===== config.mk =====
export PLATFORM = sky130hd
export DESIGN_NAME = flash_self_program_ctrl
export DESIGN_NICKNAME = d
export VERILOG_FILES = /design/src/hdl/write_latch_word.v /design/src/hdl/flash_self_program_ctrl.v
export VERILOG_INCLUDE_DIRS = /design/src /design/src/hdl
export SDC_FILE = /design/constraint.sdc
export NUM_CORES = 1
export LEC_CHECK = 0
export ABC_AREA = 1
export ABC_CLOCK_PERIOD_IN_PS = 4700
export BUFFER_PORTS_ARGS = -buffer_cell sky130_fd_sc_hd__buf_2
export CAP_MARGIN = 25
export CORE_MARGIN = 5
export CORE_UTILIZATION = 60
export CTS_CLUSTER_DIAMETER = 60
export CTS_CLUSTER_SIZE = 10
export DETAILED_ROUTE_END_ITERATION = 12
export PLACE_DENSITY_LB_ADDON = 0.05
export SLEW_MARGIN = 20
export SYNTH_ARGS = -nofsm -noshare
export SYNTH_HDL_FRONTEND = slang
export SYNTH_HIERARCHICAL = 1
export SYNTH_SLANG_ARGS = --single-unit

===== constraint.sdc =====
create_clock -name clk -period 4.7 [get_ports clk]
set_input_delay 0.235 -clock clk [delete_from_list [all_inputs] [get_ports clk]]
set_output_delay 0.235 -clock clk [all_outputs]
set_load 0.005 [all_outputs]

===== src/hdl/flash_self_program_regs.vh =====
// Register offsets, fields, reset values and timing counts of the flash self-program controller
`ifndef FLASH_SELF_PROGRAM_REGS_VH
`define FLASH_SELF_PROGRAM_REGS_VH

// ==========================================================
// Array geometry
`define NVM_WORD_W 14
`define NVM_ADDR_W 15
`define NVM_ROW_WORDS 16
`define NVM_ROW_BITS 4
`define NVM_ERASED_WORD 14'h3FFF

// ==========================================================
// Register word indices (byte address = index * 4)
`define NVM_IDX_ADDR_LOW 3'h0
`define NVM_IDX_ADDR_HIGH 3'h1
`define NVM_IDX_DATA_LOW 3'h2
`define NVM_IDX_DATA_HIGH 3'h3
`define NVM_IDX_CONTROL 3'h4
`define NVM_IDX_KEY 3'h5

// ==========================================================
// Control register bit positions
`define NVM_BIT_FETCH_GO 0
`define NVM_BIT_PROGRAM_GO 1
`define NVM_BIT_PROGRAM_ENABLE 2
`define NVM_BIT_FAULT 3
`define NVM_BIT_ERASE_SELECT 4
`define NVM_BIT_LATCH_ONLY 5
`define NVM_BIT_CONFIG_SELECT 6

// ==========================================================
// Unlock keys and reset values
`define NVM_KEY_FIRST 8'h55
`define NVM_KEY_SECOND 8'hAA
`define NVM_ADDR_RESET 15'h0000
`define NVM_DATA_RESET 14'h0000

// ==========================================================
// Timing
`define NVM_CLK_PERIOD_NS 4
`define NVM_ERASE_TIME_NS 2000000
// 2 ms erase at 4 ns per clock
`define NVM_ERASE_CYCLES 20'h7A120
`define NVM_INSTR_CLOCKS 8'h04

`endif


===== src/hdl/write_latch_word.v =====
// One program-word write latch of the row buffer
`timescale 1ns/1ps
`default_nettype none
`include "flash_self_program_regs.vh"

module write_latch_word #(
  parameter W = `NVM_WORD_W
) (
  // Clock and reset
  input wire clk,
  input wire rstn,
  // Control
  input wire load,
  input wire clear,
  input wire [W-1:0] din,
  // Contents
  output reg [W-1:0] q,
  output reg loaded
);

  // ==========================================================
  // Latch storage, returns to erased value after a commit
  always @(posedge clk or negedge rstn)
  begin
    if (!rstn)
    begin
      q <= `NVM_ERASED_WORD;
      loaded <= 1'b0;
    end
    else if (load)
    begin
      q <= din;
      loaded <= 1'b1;
    end
    else if (clear)
    begin
      q <= `NVM_ERASED_WORD;
      loaded <= 1'b0;
    end
  end

endmodule
`default_nettype wire


===== src/hdl/flash_self_program_ctrl.v =====
// Flash self-programming controller: read, unlock, latch load, row erase and program
//
// How it works
// Flash is rows of 14-bit words; a row is the smallest erasable unit.
// A row erase covers 16 words; sixteen word write latches exist.
// Latches are not addressable; they fill only through the data pair.
// Erased words program without erase; unloaded latches leave other words untouched.
// Software loads address, clears config select, then sets the fetch bit.
// Flash is read in the second instruction cycle; that instruction is discarded.
// Fetched word lands in the data pair the cycle after the access.
// Data pair keeps its value until another read or a software write.
// Software follows a read request with two no-operation instructions.
// Erase, latch load and commits need a complete unbroken unlock sequence.
// Software writes 55h, then AAh to the key, then sets program go.
// Setting program go always forces two no-operation instructions.
// Row erase or program stalls execution until the 2 ms operation ends.
// A latch load forces two no-operations and then continues without stall.
// Software should mask global interrupts around the unlock sequence.
// Erase takes any address inside the row, config select cleared.
// Software sets erase select and program enable before unlocking an erase.
// Two preparation cycles pass before execution halts for an erase.
// During the stall clocks and peripherals keep running; only execution halts.
// After the erase execution resumes at the third instruction after the set.
// Software may only set the go bits; hardware clears them on completion.
// Writes and erases need program enable, which resets cleared.
// A reset that interrupts a write sets the program fault flag.
// Address pair holds 15 bits; data pair holds a 14-bit word.
// Program go without the two keys just before it is ignored.
//
// Implementation choices: the Avalon-MM register port and the address map.
`timescale 1ns/1ps
`default_nettype none
`include "flash_self_program_regs.vh"

module flash_self_program_ctrl #(
  parameter [19:0] ERASE_CYCLES = `NVM_ERASE_CYCLES,
  parameter [7:0] INSTR_CLOCKS = `NVM_INSTR_CLOCKS
) (
  // Clock and resets
  input wire clk,
  input wire rstn,
  input wire pornRstn,
  // Avalon-MM slave
  input wire [4:0] avs_address,
  input wire avs_read,
  input wire avs_write,
  input wire [31:0] avs_writedata,
  input wire [3:0] avs_byteenable,
  output reg [31:0] avs_readdata,
  output wire avs_waitrequest,
  // Processor core
  output wire instrCycle,
  output wire discardInstr,
  output wire cpuStall,
  // Flash array
  output reg [`NVM_ADDR_W-1:0] flashAddr,
  output reg flashConfigSpace,
  output reg flashRead,
  input wire [`NVM_WORD_W-1:0] flashReadData,
  output reg flashErase,
  output reg flashProgram,
  output wire [`NVM_ROW_WORDS*`NVM_WORD_W-1:0] flashRowData,
  output wire [`NVM_ROW_WORDS-1:0] flashRowMask
);

  // ==========================================================
  // Sequencer states
  localparam [2:0] ST_IDLE = 3'h0;
  localparam [2:0] ST_RD1 = 3'h1;
  localparam [2:0] ST_RD2 = 3'h2;
  localparam [2:0] ST_PG1 = 3'h3;
  localparam [2:0] ST_PG2 = 3'h4;
  localparam [2:0] ST_STALL = 3'h5;

  // Unlock tracker states
  localparam [1:0] KEY_NONE = 2'h0;
  localparam [1:0] KEY_ONE = 2'h1;
  localparam [1:0] KEY_TWO = 2'h2;

  // ==========================================================
  // Registers and internal signals
  reg [`NVM_ADDR_W-1:0] addrPair;
  reg [`NVM_WORD_W-1:0] dataPair;
  reg fetchGo;
  reg programGo;
  reg programEnable;
  reg eraseSelect;
  reg latchOnly;
  reg configSelect;
  reg faultFlag;
  reg writeActive;
  reg [1:0] keyState;
  reg [2:0] state;
  reg [19:0] timer;
  reg [7:0] divCnt;
  reg ack;
  reg latchLoad;
  reg latchClear;
  wire access;
  wire wrHit;
  wire [2:0] regIdx;
  wire [7:0] wByte;
  wire goAccept;
  wire stallDone;

  // ==========================================================
  // Bus handshake: every access answers one cycle after it arrives
  assign access = (avs_read | avs_write) & ~ack;
  assign avs_waitrequest = (avs_read | avs_write) & ~ack;
  assign wrHit = avs_write & ack & avs_byteenable[0];
  assign regIdx = avs_address[4:2];
  assign wByte = avs_writedata[7:0];

  // Acknowledge pulse
  always @(posedge clk or negedge rstn)
  begin
    if (!rstn)
      ack <= 1'b0;
    else
      ack <= access;
  end

  // Read data, captured as the answer is raised
  always @(posedge clk or negedge rstn)
  begin
    if (!rstn)
      avs_readdata <= 32'h00000000;
    else if (access && avs_read)
    begin
      case (regIdx)
        `NVM_IDX_ADDR_LOW: avs_readdata <= {24'h000000, addrPair[7:0]};
        `NVM_IDX_ADDR_HIGH: avs_readdata <= {25'h0000000, addrPair[14:8]};
        `NVM_IDX_DATA_LOW: avs_readdata <= {24'h000000, dataPair[7:0]};
        `NVM_IDX_DATA_HIGH: avs_readdata <= {26'h0000000, dataPair[13:8]};
        `NVM_IDX_CONTROL: avs_readdata <= {25'h0000000, configSelect, latchOnly,
          eraseSelect, faultFlag, programEnable, programGo, fetchGo};
        default: avs_readdata <= 32'h00000000; // Key reads zero, unmapped zero
      endcase
    end
  end

  // ==========================================================
  // Instruction cycle enable from the core clock
  always @(posedge clk or negedge rstn)
  begin
    if (!rstn)
      divCnt <= 8'h00;
    else if (divCnt == INSTR_CLOCKS - 8'h01)
      divCnt <= 8'h00;
    else
      divCnt <= divCnt + 8'h01;
  end

  assign instrCycle = (divCnt == INSTR_CLOCKS - 8'h01);

  // ==========================================================
  // Unlock tracker: the keys must be the two writes just before go
  always @(posedge clk or negedge rstn)
  begin
    if (!rstn)
      keyState <= KEY_NONE;
    else if (wrHit)
    begin
      if (regIdx == `NVM_IDX_KEY && wByte == `NVM_KEY_FIRST)
        keyState <= KEY_ONE;
      else if (regIdx == `NVM_IDX_KEY && wByte == `NVM_KEY_SECOND && keyState == KEY_ONE)
        keyState <= KEY_TWO;
      else
        keyState <= KEY_NONE;
    end
  end

  // Program go is taken only right after both keys, with writes enabled
  assign goAccept = wrHit && regIdx == `NVM_IDX_CONTROL && wByte[`NVM_BIT_PROGRAM_GO]
    && !programGo && !fetchGo && !wByte[`NVM_BIT_FETCH_GO] && keyState == KEY_TWO
    && (programEnable || wByte[`NVM_BIT_PROGRAM_ENABLE]);

  assign stallDone = (state == ST_STALL) && (timer == ERASE_CYCLES - 20'h00001);

  // ==========================================================
  // Address pair and control fields written by software
  always @(posedge clk or negedge rstn)
  begin
    if (!rstn)
    begin
      addrPair <= `NVM_ADDR_RESET;
      programEnable <= 1'b0;
      eraseSelect <= 1'b0;
      latchOnly <= 1'b0;
      configSelect <= 1'b0;
    end
    else if (wrHit && state == ST_IDLE)
    begin
      case (regIdx)
        `NVM_IDX_ADDR_LOW: addrPair[7:0] <= wByte;
        `NVM_IDX_ADDR_HIGH: addrPair[14:8] <= wByte[6:0];
        `NVM_IDX_CONTROL:
        begin
          programEnable <= wByte[`NVM_BIT_PROGRAM_ENABLE];
          eraseSelect <= wByte[`NVM_BIT_ERASE_SELECT];
          latchOnly <= wByte[`NVM_BIT_LATCH_ONLY];
          configSelect <= wByte[`NVM_BIT_CONFIG_SELECT];
        end
        default: addrPair <= addrPair;
      endcase
    end
  end

  // ==========================================================
  // Data pair: a completed read overrides a software write
  always @(posedge clk or negedge rstn)
  begin
    if (!rstn)
      dataPair <= `NVM_DATA_RESET;
    else if (state == ST_RD2 && instrCycle)
      dataPair <= flashReadData;
    else if (wrHit && regIdx == `NVM_IDX_DATA_LOW)
      dataPair[7:0] <= wByte;
    else if (wrHit && regIdx == `NVM_IDX_DATA_HIGH)
      dataPair[13:8] <= wByte[5:0];
  end

  // ==========================================================
  // Go bits: set by software only, cleared by hardware at completion
  always @(posedge clk or negedge rstn)
  begin
    if (!rstn)
    begin
      fetchGo <= 1'b0;
      programGo <= 1'b0;
    end
    else
    begin
      if (wrHit && regIdx == `NVM_IDX_CONTROL && wByte[`NVM_BIT_FETCH_GO]
          && state == ST_IDLE && !programGo)
        fetchGo <= 1'b1;
      else if (state == ST_RD2 && instrCycle)
        fetchGo <= 1'b0;
      if (goAccept && state == ST_IDLE)
        programGo <= 1'b1;
      else if ((state == ST_PG2 && instrCycle && latchOnly && !eraseSelect) || stallDone)
        programGo <= 1'b0;
    end
  end

  // ==========================================================
  // Sequencer in instruction cycles
  always @(posedge clk or negedge rstn)
  begin
    if (!rstn)
    begin
      state <= ST_IDLE;
      timer <= 20'h00000;
      flashRead <= 1'b0;
      flashErase <= 1'b0;
      flashProgram <= 1'b0;
      latchLoad <= 1'b0;
      latchClear <= 1'b0;
    end
    else
    begin
      flashErase <= 1'b0;
      flashProgram <= 1'b0;
      latchLoad <= 1'b0;
      latchClear <= 1'b0;
      case (state)
        ST_IDLE:
        begin
          if (wrHit && regIdx == `NVM_IDX_CONTROL && wByte[`NVM_BIT_FETCH_GO] && !programGo)
            state <= ST_RD1;
          else if (goAccept)
            state <= ST_PG1;
        end
        ST_RD1:
        begin
          if (instrCycle)
          begin
            state <= ST_RD2;
            flashRead <= 1'b1;
          end
        end
        ST_RD2:
        begin
          if (instrCycle)
          begin
            state <= ST_IDLE;
            flashRead <= 1'b0;
          end
        end
        ST_PG1:
        begin
          if (instrCycle)
            state <= ST_PG2;
        end
        ST_PG2:
        begin
          if (instrCycle)
          begin
            if (latchOnly && !eraseSelect)
            begin
              state <= ST_IDLE;
              latchLoad <= 1'b1;
            end
            else
            begin
              state <= ST_STALL;
              timer <= 20'h00000;
              flashErase <= eraseSelect;
              flashProgram <= ~eraseSelect;
            end
          end
        end
        ST_STALL:
        begin
          if (stallDone)
          begin
            state <= ST_IDLE;
            latchClear <= ~eraseSelect;
          end
          else
            timer <= timer + 20'h00001;
        end
        default: state <= ST_IDLE;
      endcase
    end
  end

  // ==========================================================
  // Core controls: discard the slots after go, stall only execution
  assign discardInstr = (state == ST_RD2) || (state == ST_PG1) || (state == ST_PG2);
  assign cpuStall = (state == ST_STALL);

  // Flash address, row-aligned for erase
  always @(posedge clk or negedge rstn)
  begin
    if (!rstn)
    begin
      flashAddr <= `NVM_ADDR_RESET;
      flashConfigSpace <= 1'b0;
    end
    else if (state == ST_PG2 || state == ST_RD1)
    begin
      flashConfigSpace <= configSelect;
      if (eraseSelect && state == ST_PG2)
        flashAddr <= {addrPair[14:`NVM_ROW_BITS], 4'h0};
      else
        flashAddr <= addrPair;
    end
  end

  // ==========================================================
  // Write fault: survives the device reset, set wins over clear
  always @(posedge clk or negedge pornRstn)
  begin
    if (!pornRstn)
    begin
      writeActive <= 1'b0;
      faultFlag <= 1'b0;
    end
    else
    begin
      // Stall left before its last cycle means a reset cut the write
      writeActive <= (state == ST_STALL) && !stallDone;
      if (writeActive && state != ST_STALL)
        faultFlag <= 1'b1;
      else if (wrHit && regIdx == `NVM_IDX_CONTROL)
        faultFlag <= wByte[`NVM_BIT_FAULT];
    end
  end

  // ==========================================================
  // Row of write latches
  genvar gi;
  generate
    for (gi = 0; gi < `NVM_ROW_WORDS; gi = gi + 1)
    begin : latchRow
      write_latch_word #(
        .W(`NVM_WORD_W)
      ) latchWord (
        .clk(clk),
        .rstn(rstn),
        .load(latchLoad && addrPair[`NVM_ROW_BITS-1:0] == gi),
        .clear(latchClear),
        .din(dataPair),
        .q(flashRowData[gi*`NVM_WORD_W +: `NVM_WORD_W]),
        .loaded(flashRowMask[gi])
      );
    end
  endgenerate

endmodule
`default_nettype wire


# Yosys cells after proc, flatten, opt, wreduce, memory -nomap -nowiden

Cells that the tools add are included.

Flip-flop bits (word level): 364
Latch bits: 0
Bits in writable memories: 0
Bits in read-only memories: 0
Bits of input ports: 60
Output and inout bits: 295
Logic and storage cells: 269
Memories kept: 0

Add/subtract/negate cells: 2
$mul: 0
Div/mod/pow operators: 0
$lt $le $gt $ge: 0
Equal/unequal tests: 41
Shifts and indexed selects: 0
Muxes and demuxes: 76
Bitwise logic cells: 6
Reductions and logical operators: 87

Operator list:

| operator                                         | count |
|---|---|
| 2-to-1 mux 14 bit                                | 18 |
| 2-to-1 mux 20 bit                                | 3 |
| nonzero test 2 bit                               | 23 |
| logical AND 1 bit                                | 44 |
| case mux 20 bit (2 select lines)                 | 1 |
| case mux 8 bit (5 select lines)                  | 1 |
| 2-to-1 mux 1 bit                                 | 36 |
| == test 4 bit (second input constant)            | 8 |
| 2-to-1 mux 3 bit                                 | 8 |
| adder 20 x 1 -> 20 bit (second input constant)   | 1 |
| == test 20 x 19 -> 1 bit (second input constant) | 1 |
| case mux 3 bit (6 select lines)                  | 1 |
| == test 4 x 3 -> 1 bit (second input constant)   | 4 |
| 2-to-1 mux 8 bit                                 | 2 |
| != test 2 bit (second input constant)            | 7 |
| == test 3 x 2 -> 1 bit (second input constant)   | 4 |
| == test 3 bit (second input constant)            | 4 |
| 2-to-1 mux 6 bit                                 | 2 |
| adder 8 x 1 -> 8 bit (second input constant)     | 1 |
| == test 4 x 2 -> 1 bit (second input constant)   | 2 |
| == test 8 x 2 -> 1 bit (second input constant)   | 1 |
| == test 8 x 7 -> 1 bit (second input constant)   | 1 |
| == test 8 bit (second input constant)            | 1 |
| AND reduction 2 bit                              | 4 |
| 20 further kinds                                 | 34 |

# Depth between registers and ports, before layout

Gate-level depths: netlist of run 1.

Depth in word-level cells: 12
Gate-level depth with buffers: 11
Mapped depth without buffers: 10

# Modules after synthesis

Netlist of run 1, hierarchy kept.

Modules (own cells, without submodules):

| module                  | times used | cells an instance | area each (um^2) |
|---|---|---|---|
| write_latch_word        | 16         | 95                | 726.9 |
| flash_self_program_ctrl | 1          | 663               | 5,416.4 |

# Worst setup path after synthesis of run 1

Ideal clock, no wire load.

Path type: reg-to-reg
From: register latchClear
To: register latchRow[0].latchWord.q[10]
Setup time: 0.060 ns
Arrival: 1.984 ns
Data required time: 4.640 ns
Setup slack: 2.656 ns
Stages on the path, launching flop included: 6
Buffers on the path: 1
Period minus slack after synthesis: 2.044 ns
Cell sequence: dfrtp_1 inv_1 nand2_2 buf_6 nand2_1 nand2_1

Word-level cells in the longest chain between the ends: 1

Ends and longest elaborated chain:

| element                             | RTL line                      | RTL |
|---|---|---|
| start: declaration                  | flash_self_program_ctrl.v:98  | `reg latchClear;` |
| start signal: assignment            | flash_self_program_ctrl.v:318 | `latchClear <= ~eraseSelect;` |
| nonzero test 2 bit (no source line) | --                            |  |
| end signal: assignment              | write_latch_word.v:27         | `` q <= `NVM_ERASED_WORD; `` |
| end signal: assignment              | write_latch_word.v:32         | `q <= din;` |
| end signal: assignment              | write_latch_word.v:37         | `` q <= `NVM_ERASED_WORD; `` |
| end: declaration                    | write_latch_word.v:17         | `output reg [W-1:0] q,` |

Every way passes these cells.
A chain may end at the register's enable or synchronous reset.

# Worst setup path in the final report of run 1

From: register divCnt[0]
To: register dataPair[6]

Word-level cells in the longest chain between the ends: 3

Ends and longest elaborated chain:

| element                                                        | RTL line                      | RTL |
|---|---|---|
| start: declaration                                             | flash_self_program_ctrl.v:95  | `reg [7:0] divCnt;` |
| start signal: assignment                                       | flash_self_program_ctrl.v:151 | `divCnt <= divCnt + 8'h01;` |
| == test 8 x 2 -> 1 bit (*)                                     | flash_self_program_ctrl.v:154 | `assign instrCycle = (divCnt == INSTR_CLOCKS - 8'h01);` |
| logical AND 1 bit (*)                                          | flash_self_program_ctrl.v:215 | `else if (state == ST_RD2 && instrCycle)` |
| 2-to-1 mux 14 bit / nonzero test 2 bit (equally long branches) | --                            |  |
| end signal: assignment                                         | flash_self_program_ctrl.v:214 | `` dataPair <= `NVM_DATA_RESET; `` |
| end signal: assignment                                         | flash_self_program_ctrl.v:216 | `dataPair <= flashReadData;` |
| end signal: assignment                                         | flash_self_program_ctrl.v:218 | `dataPair[7:0] <= wByte;` |
| end: declaration                                               | flash_self_program_ctrl.v:83  | `` reg [`NVM_WORD_W-1:0] dataPair; `` |

Every way passes the cells marked *; elsewhere a longest branch is shown, timed or not.

==> out/metrics.cfg, run 1 <==
[outcome]
status=complete, no violations

[synth]
avgSynthCellArea_um2=7.81
yosys_warnings=6
async_flop_share_pct=100
synthesis.area_um2=17000
ys_seq_elements=340
synthFlopType=dfstp_2
synth_edf_count=0
synth_fa_ha_area_share_pct=0.147
synth_seq_area_share_pct=51.6
yosys.cell_types.count=45
netlist_top_cells_area=dfstp_2 (35%), nand2_1 (24%), dfrtp_1 (17%)
yosysTopAreaCell=dfstp_2
synthCells=2183
synth_simple_gate_area_share_pct=31.4
synthXorXnorAreaFrac_pct=0.565
synth_top_family_by_area=simple AND/OR/NAND/NOR gates
synth_mux_area_share_pct=0.661
yosysTopAreaCellShare_pct=34.5
synth_compound_area_share_pct=3.09

[sta]
setup_viol=0
max_freq_mhz=453
period_share_pct=47.0
skew_ns=0.0108
final.setup.tns_ns=0
fin_crit_ns=2.21
hold_viol_final=0
grt_setup_unrepaired=false
slew_headroom_pct=37.7
finalMaxSlewViolations=0
worst_pin_slew_ns=0.934

[drt]
dr.max_layer_used=met5
drtIter0Drc=1324
wl_met2_mm=22.7
drt-met1-wl_mm=20.5
drt-pass1-iter-count=7
avgViaCountPerCell=5.09
wl_per_cell_um=17.0
met3_length_mm=3.99
drcViolationCount=0
ant_nets=0
vias=14700
routed_wl_mm=49.2

[cells_and_area]
diodes=0
multiInputGateArea_um2=6280
instances_no_fill=2890
drive_above_1_share_pct=28.2
area_delta_synth_final_pct=16.3
final-seq-area_um2=8790
fillerInstances=2302
fin_nets=2552

[clock_network]
clk_pin_slew_ns=0.06
cts_max_level=2
cts_tree=done
clk_latency_ns=0.52
postCtsResizedCells=0
cts-root-buf=clkbuf_16
numCtsBuffers=39
cts_buffer_depth=3
clock-sinks=340

[grt]
antenna_found_initial=1
grt_pass1_vias=13900
grt.overflow.total=0
grt_max_degree=121
grt_pass1_wl_mm=75.6
gr-usage-all-layers_pct=30.5

[floorplanning]
start_util_pct=61.0
fp-row-count=61
die_y_um=179
core_area_um2=27900
die_x_um=179
die-area_um2=31900
io_pins=355

[placement]
dp.cells=2810
place.port_buffers=301
gp_congestion=0.921
dp_hpwl_mm=33.2

[worst_setup_path]
cp_data_required_time_ns=5.10
endpoint=dataPair[6]
worstRegToRegCells=7
arrival_ns=2.60
r2r-end=dataPair[6]
path_class=flop to flop
cp-start-kind=flop
endpoint_kind=flop
crit_fanout=14
crit_slowest_cell=dlygate4sd3_1
reg2reg_from=divCnt[0]
regToRegSetupSlack_ns=2.49
cpPeakStageDelay_ns=0.56
startpoint=divCnt[0]
worstPathCellList=ha_1 > nand3_2 > nor2_4 > nand2_2 > o21ai_4 > o211ai_1 > dlygate4sd3_1

[hold_path]
min_from=avs_writedata[4]
hold_class=input pin to flop
min_delay_path_depth=3

[run]
cap_violations=0

[power_and_ir_drop]
p_leak_nw=10.5
vdd_ir_drop_max_mv=0.291
powerDensity_nw_per_um2=336

## cell usage in the layout (no fill, tap or decap), types with 6 or more instances in the layout
cell / count
nand4_1: 10
nor2_1: 64
dfstp_2: 224
inv_2: 24
xor2_1: 10
nand2_2: 24
nor3_4: 6
dfrtp_1: 115
o21ai_0: 38
buf_2: 300
a31oi_1: 8
dlygate4sd3_1: 14
nand3_1: 45
nor2_4: 20
a21oi_1: 6
mux2_2: 8
o21ai_1: 12
clkbuf_1: 23
o211ai_1: 6
conb_1: 24
clkbuf_16: 39
nand2_1: 1109
nor2_2: 6
inv_1: 297
o21ai_2: 9
buf_4: 17
## worst min-delay path by stage
stage                     slack, ns          end
final                          0.03  dataPair[4]
after global routing           0.03  writeActive
after CTS                     0.004          ack
after detailed placement       0.03    faultFlag
after global placement         0.03  writeActive
after floorplan               -0.06          ack
## power by group
part | switching, mW | leakage (nW) | total, mW | internal, mW
clock | 1.14 | 0.512 | 2.67 | 1.53
sequential | 0.190 | 3.86 | 3.21 | 3.02
combinational | 0.541 | 6.13 | 0.778 | 0.238
## kinds of logic after synthesis
kind of cell | count (synthesis)
other | 1
xor gates and xnor gates | 11
and+or+nand+nor | 1307
muxes | 10
DFF | 340
adders and majority gates | 2
buffers and inverters | 424
AOI/OAI and AO/OA | 88
## synthesized netlist by cell type, types with 4 or more instances
master / n
dfstp_2: 224
nand4_1: 10
buf_4: 27
o211ai_1: 6
a31oi_1: 8
nand3_2: 4
o21ai_0: 38
nor2_1: 67
nor4_1: 4
inv_2: 24
dfrtp_1: 116
inv_1: 297
buf_6: 54
nand2_1: 1109
nor2_4: 20
nand2_2: 24
buf_2: 17
nand3_1: 45
nor3_1: 11
o22ai_1: 4
o21ai_2: 9
xor2_1: 10
mux2_2: 8
o21ai_1: 12
a21oi_1: 6
## worst max-delay path: cells and delay by family, from the launching register on
family / cells / cell delay (ns)
buffers and inverters: 1 / 0.56
DFF: 1 / 0.37
AOI/OAI and AO/OA: 2 / 0.35
adders and majority gates: 1 / 0.22
and+or+nand+nor: 3 / 0.59
## timing repair
item / in CTS / in global routing
hold endpoints to repair: 23 / 1
hold buffers: 13 / 1
buffers inserted: 0 / 0
## sequential cells by signal (all words and copies together), names as in the netlist, 2 cells and up
register                   count
latchRow.latchWord/q         224
timer                         20
keyState                       2
state                          3
latchRow.latchWord/loaded     16
avs_readdata                   8
addrPair                      15
flashAddr                     15
divCnt                         8
dataPair                      14
## metrics by stage
stage               utilization, %  cell area, µm²  total power [mW]  hold WS, ns  setup slack, ns
floorplan                        -           17100              3.50      -0.0606             2.66
global placement              65.8           18400              3.91       0.0317             2.45
detailed placement            66.4           18500              3.97       0.0308             2.39
CTS                           70.7           19800              6.65      0.00370             2.37
global route                  71.0           19800              6.91       0.0255             2.36
finish                        71.0           19800              6.66       0.0321             2.49
## layer usage
metal / up-vias / GRT usage [%]
li1: 7041 / -
met1: 6882 / 42.3
met2: 652 / 47.8
met3: 125 / 5.40
met4: 2 / 12.5
met5: - / 0
## final cells by class
class                      instances  area share (%)
sequential                       340            44.3
multi-input combinational       1442            31.7
timing repair buffer             342            10.0
inverter                         325            6.22
clock buffer                      62            5.36
tap                              378            2.39
clock inverter                     1          0.0442
Power figures use the tool's default switching activity.
==> run 2: changes to the inputs <==
Settings changed: ABC_AREA 1 to 0, ABC_CLOCK_PERIOD_IN_PS 4700 to 2100, CORE_UTILIZATION 60 to 54.
Clock period 4.7 ns to 2.1 ns, I/O delays scaled along.
==> run 2 against run 1 <==
Compared with the run above: sequential cell count did not move; register-to-register slack lost 2.5 ns; largest power group unchanged; critical endpoint is now instrCycle; critical path type is now flop to primary output; clock skew increased by 0.0079 ns; non-clock buffer count rose by 70; synthesized cell count decreased by 32%; sequential power increased by 120%; sequential share of layout area up 3.0 points; worst hold slack gained 0.011 ns.
==> out/metrics.cfg, run 2 <==
[hold_path]
hold_class=input pin to flop  ; unchanged
min_from=avs_byteenable[0]  ; was avs_writedata[4]

[placement]
dpl_cell_area_um2=17000  ; was 18500 µm²
dp_hpwl_mm=28.9  ; was 33.2 mm
place.port_buffers=301  ; unchanged
gp_congestion=0.874  ; was 0.921

[worst_setup_path]
cp_data_required_time_ns=2.00  ; was 5.10 ns
crit_fanout=3  ; was 14
startpoint=divCnt[4]  ; was divCnt[0]
cpPeakStageDelay_ns=0.53  ; was 0.56 ns
reg2reg_from=divCnt[4]  ; was divCnt[0]
cp.buffers_inverters=3  ; was 1
endpoint_kind=primary output  ; was flop
crit_slowest_cell=or4_4  ; was dlygate4sd3_1
path_class=flop to primary output  ; was flop to flop
arrival_ns=1.99  ; was 2.60 ns
crit_family=simple AND/OR/NAND/NOR gates  ; unchanged
crit_top_cell=buf_6
worstPathCellList=or4_4 > nor4b_4 > buf_6 > buf_6 > buf_6  ; was ha_1 > nand3_2 > nor2_4 > nand2_2 > o21ai_4 > o211ai_1 > dlygate4sd3_1
cp-start-kind=flop  ; unchanged

[clock_network]
numCtsBuffers=39  ; unchanged
cts_max_level=2  ; unchanged
clock-sinks=340  ; unchanged
clk_pin_slew_ns=0.06  ; about the same
cts_buffer_depth=3  ; unchanged
cts-root-buf=clkbuf_16  ; unchanged
clk_latency_ns=0.51  ; was 0.52 ns
cts_tree=done  ; unchanged

[synth]
yosys.cell_types.count=56  ; was 45
synth.top_cells.by_count=nor2_1 (272), nand2_1 (254), dfstp_2 (224), dfrtp_1 (116), o21ai_1 (113)  ; was nand2_1 (1109), inv_1 (297), dfstp_2 (224), dfrtp_1 (116), nor2_1 (67)
async_flop_share_pct=100  ; unchanged
synth_edf_count=0  ; unchanged
yosysTopAreaCell=dfstp_2  ; unchanged
synthFlopType=dfstp_2  ; unchanged
avgSynthCellArea_um2=10.0  ; was 7.81 µm²
synth_seq_area_share_pct=58.7  ; was 51.6%
synthCells=1495  ; was 2183
yosysTopAreaCellShare_pct=39.3  ; was 34.5%
synth_most_common_cell=nor2_1  ; was nand2_1
netlist_top_cells_area=dfstp_2 (39%), dfrtp_1 (19%), nor2_1 (6.8%)  ; was dfstp_2 (35%), nand2_1 (24%), dfrtp_1 (17%)
synthesis.area_um2=15000  ; was 17000 µm²
yosys_warnings=6  ; unchanged
ys_seq_elements=340  ; unchanged

[drt]
wl_per_cell_um=19.5  ; was 17.0 µm
vias=12100  ; was 14700
ant_nets=0  ; unchanged
drcViolationCount=0  ; unchanged
drt-pass1-iter-count=5  ; was 7
routed_wl_mm=44.1  ; was 49.2 mm
avgViaCountPerCell=5.36  ; was 5.09
drtIter0Drc=998  ; was 1324

[power_and_ir_drop]
seqPwrFrac_pct=48.4  ; was 48.1%
p_comb_share_pct=9.5  ; was 11.7%
powerDensity_nw_per_um2=774  ; was 336 nW/µm²
p_clk_share_pct=42.1  ; was 40.2%
p_switching_mw=3.69  ; was 1.87 mW
vdd_ir_drop_max_mv=0.497  ; was 0.291 mV
swShare_pct=25.7  ; was 28.1%
intPower_mw=10.7  ; was 4.79 mW
p_leak_nw=8.49  ; was 10.5 nW
p_total_mw=14.4  ; was 6.66 mW

[cells_and_area]
area_delta_synth_final_pct=24.2  ; was 16.3%
most-common-layout-cells=buf_2 (299), nand2_1 (252), nor2_1 (246)  ; was nand2_1 (1109), buf_2 (300), inv_1 (297)
final_common_cell=buf_2  ; was nand2_1
final-seq-area_um2=8790  ; about the same
reg_top3=latchRow.latchWord/q (224), timer (20), latchRow.latchWord/loaded (16)  ; unchanged
top_register=latchRow.latchWord/q  ; unchanged
drive_above_1_share_pct=41.0  ; was 28.2%
fillerInstances=2171  ; was 2302
multiInputGateArea_um2=5500  ; was 6280 µm²
stdcell_area_um2=18600  ; was 19800 µm²
largest_register_ffs=224  ; unchanged
fin_nets=1923  ; was 2552
diodes=0  ; unchanged

[floorplanning]
die_x_um=177  ; was 179 µm
die_y_um=177  ; was 179 µm
fp-row-count=61  ; unchanged
die-area_um2=31200  ; was 31900 µm²
io_pins=355  ; unchanged
core_area_um2=27600  ; was 27900 µm²
start_util_pct=54.3  ; was 61.0%

[outcome]
status=complete, no violations  ; unchanged

[sta]
grt_setup_unrepaired=true  ; was false
hold_viol_final=0  ; unchanged
worst_pin_slew_ns=0.643  ; was 0.934 ns
period_share_pct=99.5
max_freq_mhz=478
skew_ns=0.0187  ; was 0.0108 ns
setup_viol=0  ; unchanged
fin_crit_ns=2.09
slew_headroom_pct=57.1  ; was 37.7%
hold-worst-slack_ns=0.0430  ; was 0.0321 ns
finalMaxSlewViolations=0  ; unchanged

[grt]
grt.overflow.total=0  ; unchanged
antenna_found_initial=0  ; was 1
gr-usage-all-layers_pct=27.3  ; was 30.5%
grt_max_degree=68  ; was 121
grt_pass1_wl_mm=66.9  ; was 75.6 mm
grt_pass1_vias=11500  ; was 13900

[run]
cap_violations=0  ; unchanged

[run 2: timing repair]
action                                 CTS  global route
setup endpoints to repair                1            28
pin swaps                                2             2
gates resized for setup                  4            37
setup buffers                            2             3
endpoints found under the hold margin   95             0
hold buffers                            28             0
gates cloned                             0             3
[run 2: cells by family after synthesis]
kind of cell | synth area share [%]
other | 0.0250
muxes | 4.22
xor gates and xnor gates | 0.643
adders and majority gates | 0.167
AOI/OAI and AO/OA | 12.7
and+or+nand+nor | 17.3
buffers and inverters | 6.25
DFF | 58.7
[run 2: stage by stage]
stage | setup slack, ns | utilization [%] | TNS (ns) | std cells
after floorplan | 0.166 | - | 0 | 1518
after global placement | 0.0774 | 61.6 | 0 | 2162
after detailed placement | 0.0415 | 61.6 | 0 | 2162
after CTS | 0.00481 | 66.7 | 0 | 2253
after global routing | -0.0449 | 67.5 | -0.383 | 2259
final | 0.00982 | 67.5 | 0 | 2259
[run 2: layer usage]
metal,global-route usage [%],share of wire [%]
met1,39.0,43
met2,44.1,49
met3,4.37,6.3
met4,6.74,2.0
met5,0,0
[run 2: power by group through the flow]
stage               combinational, mW  sequential, mW  clock (mW)
floorplan                       0.345            7.11           0
global placement                 1.28            7.05           0
detailed placement               1.29            7.06           0
CTS                              1.33            6.96        6.18
global route                     1.44            6.98        6.44
finish                           1.37            6.96        6.06
[run 2: tightest hold or removal path, delay by kind of cell]
kind,cells,cell delay [ns]
compound gates,1,0.12
buf+inv,1,0.10
simple gates,1,0.18
[run 2: path summary, 6_finish.rpt]
check                                               endpoint  slack (ns)  cells after the start
worst max-delay path                              instrCycle        0.01                      5
worst min-delay path                             keyState[0]        0.04                      3
worst max register to register                  dataPair[12]        0.01                      9
worst min register to register  latchRow[2].latchWord/loaded        0.47                      1
max in group asynchronous                        dataPair[3]        1.04                      4
min in group asynchronous       latchRow[2].latchWord/loaded        0.13                      2
[run 2: cell type report]
| cell class | instances | area share, % |
|---|---|---|
| Clock buffer | 61 | 5.92 |
| Multi-Input combinational cell | 1043 | 29.6 |
| Tap cell | 378 | 2.54 |
| Inverter | 25 | 0.505 |
| Timing Repair Buffer | 412 | 14.2 |
| Sequential cell | 340 | 47.3 |
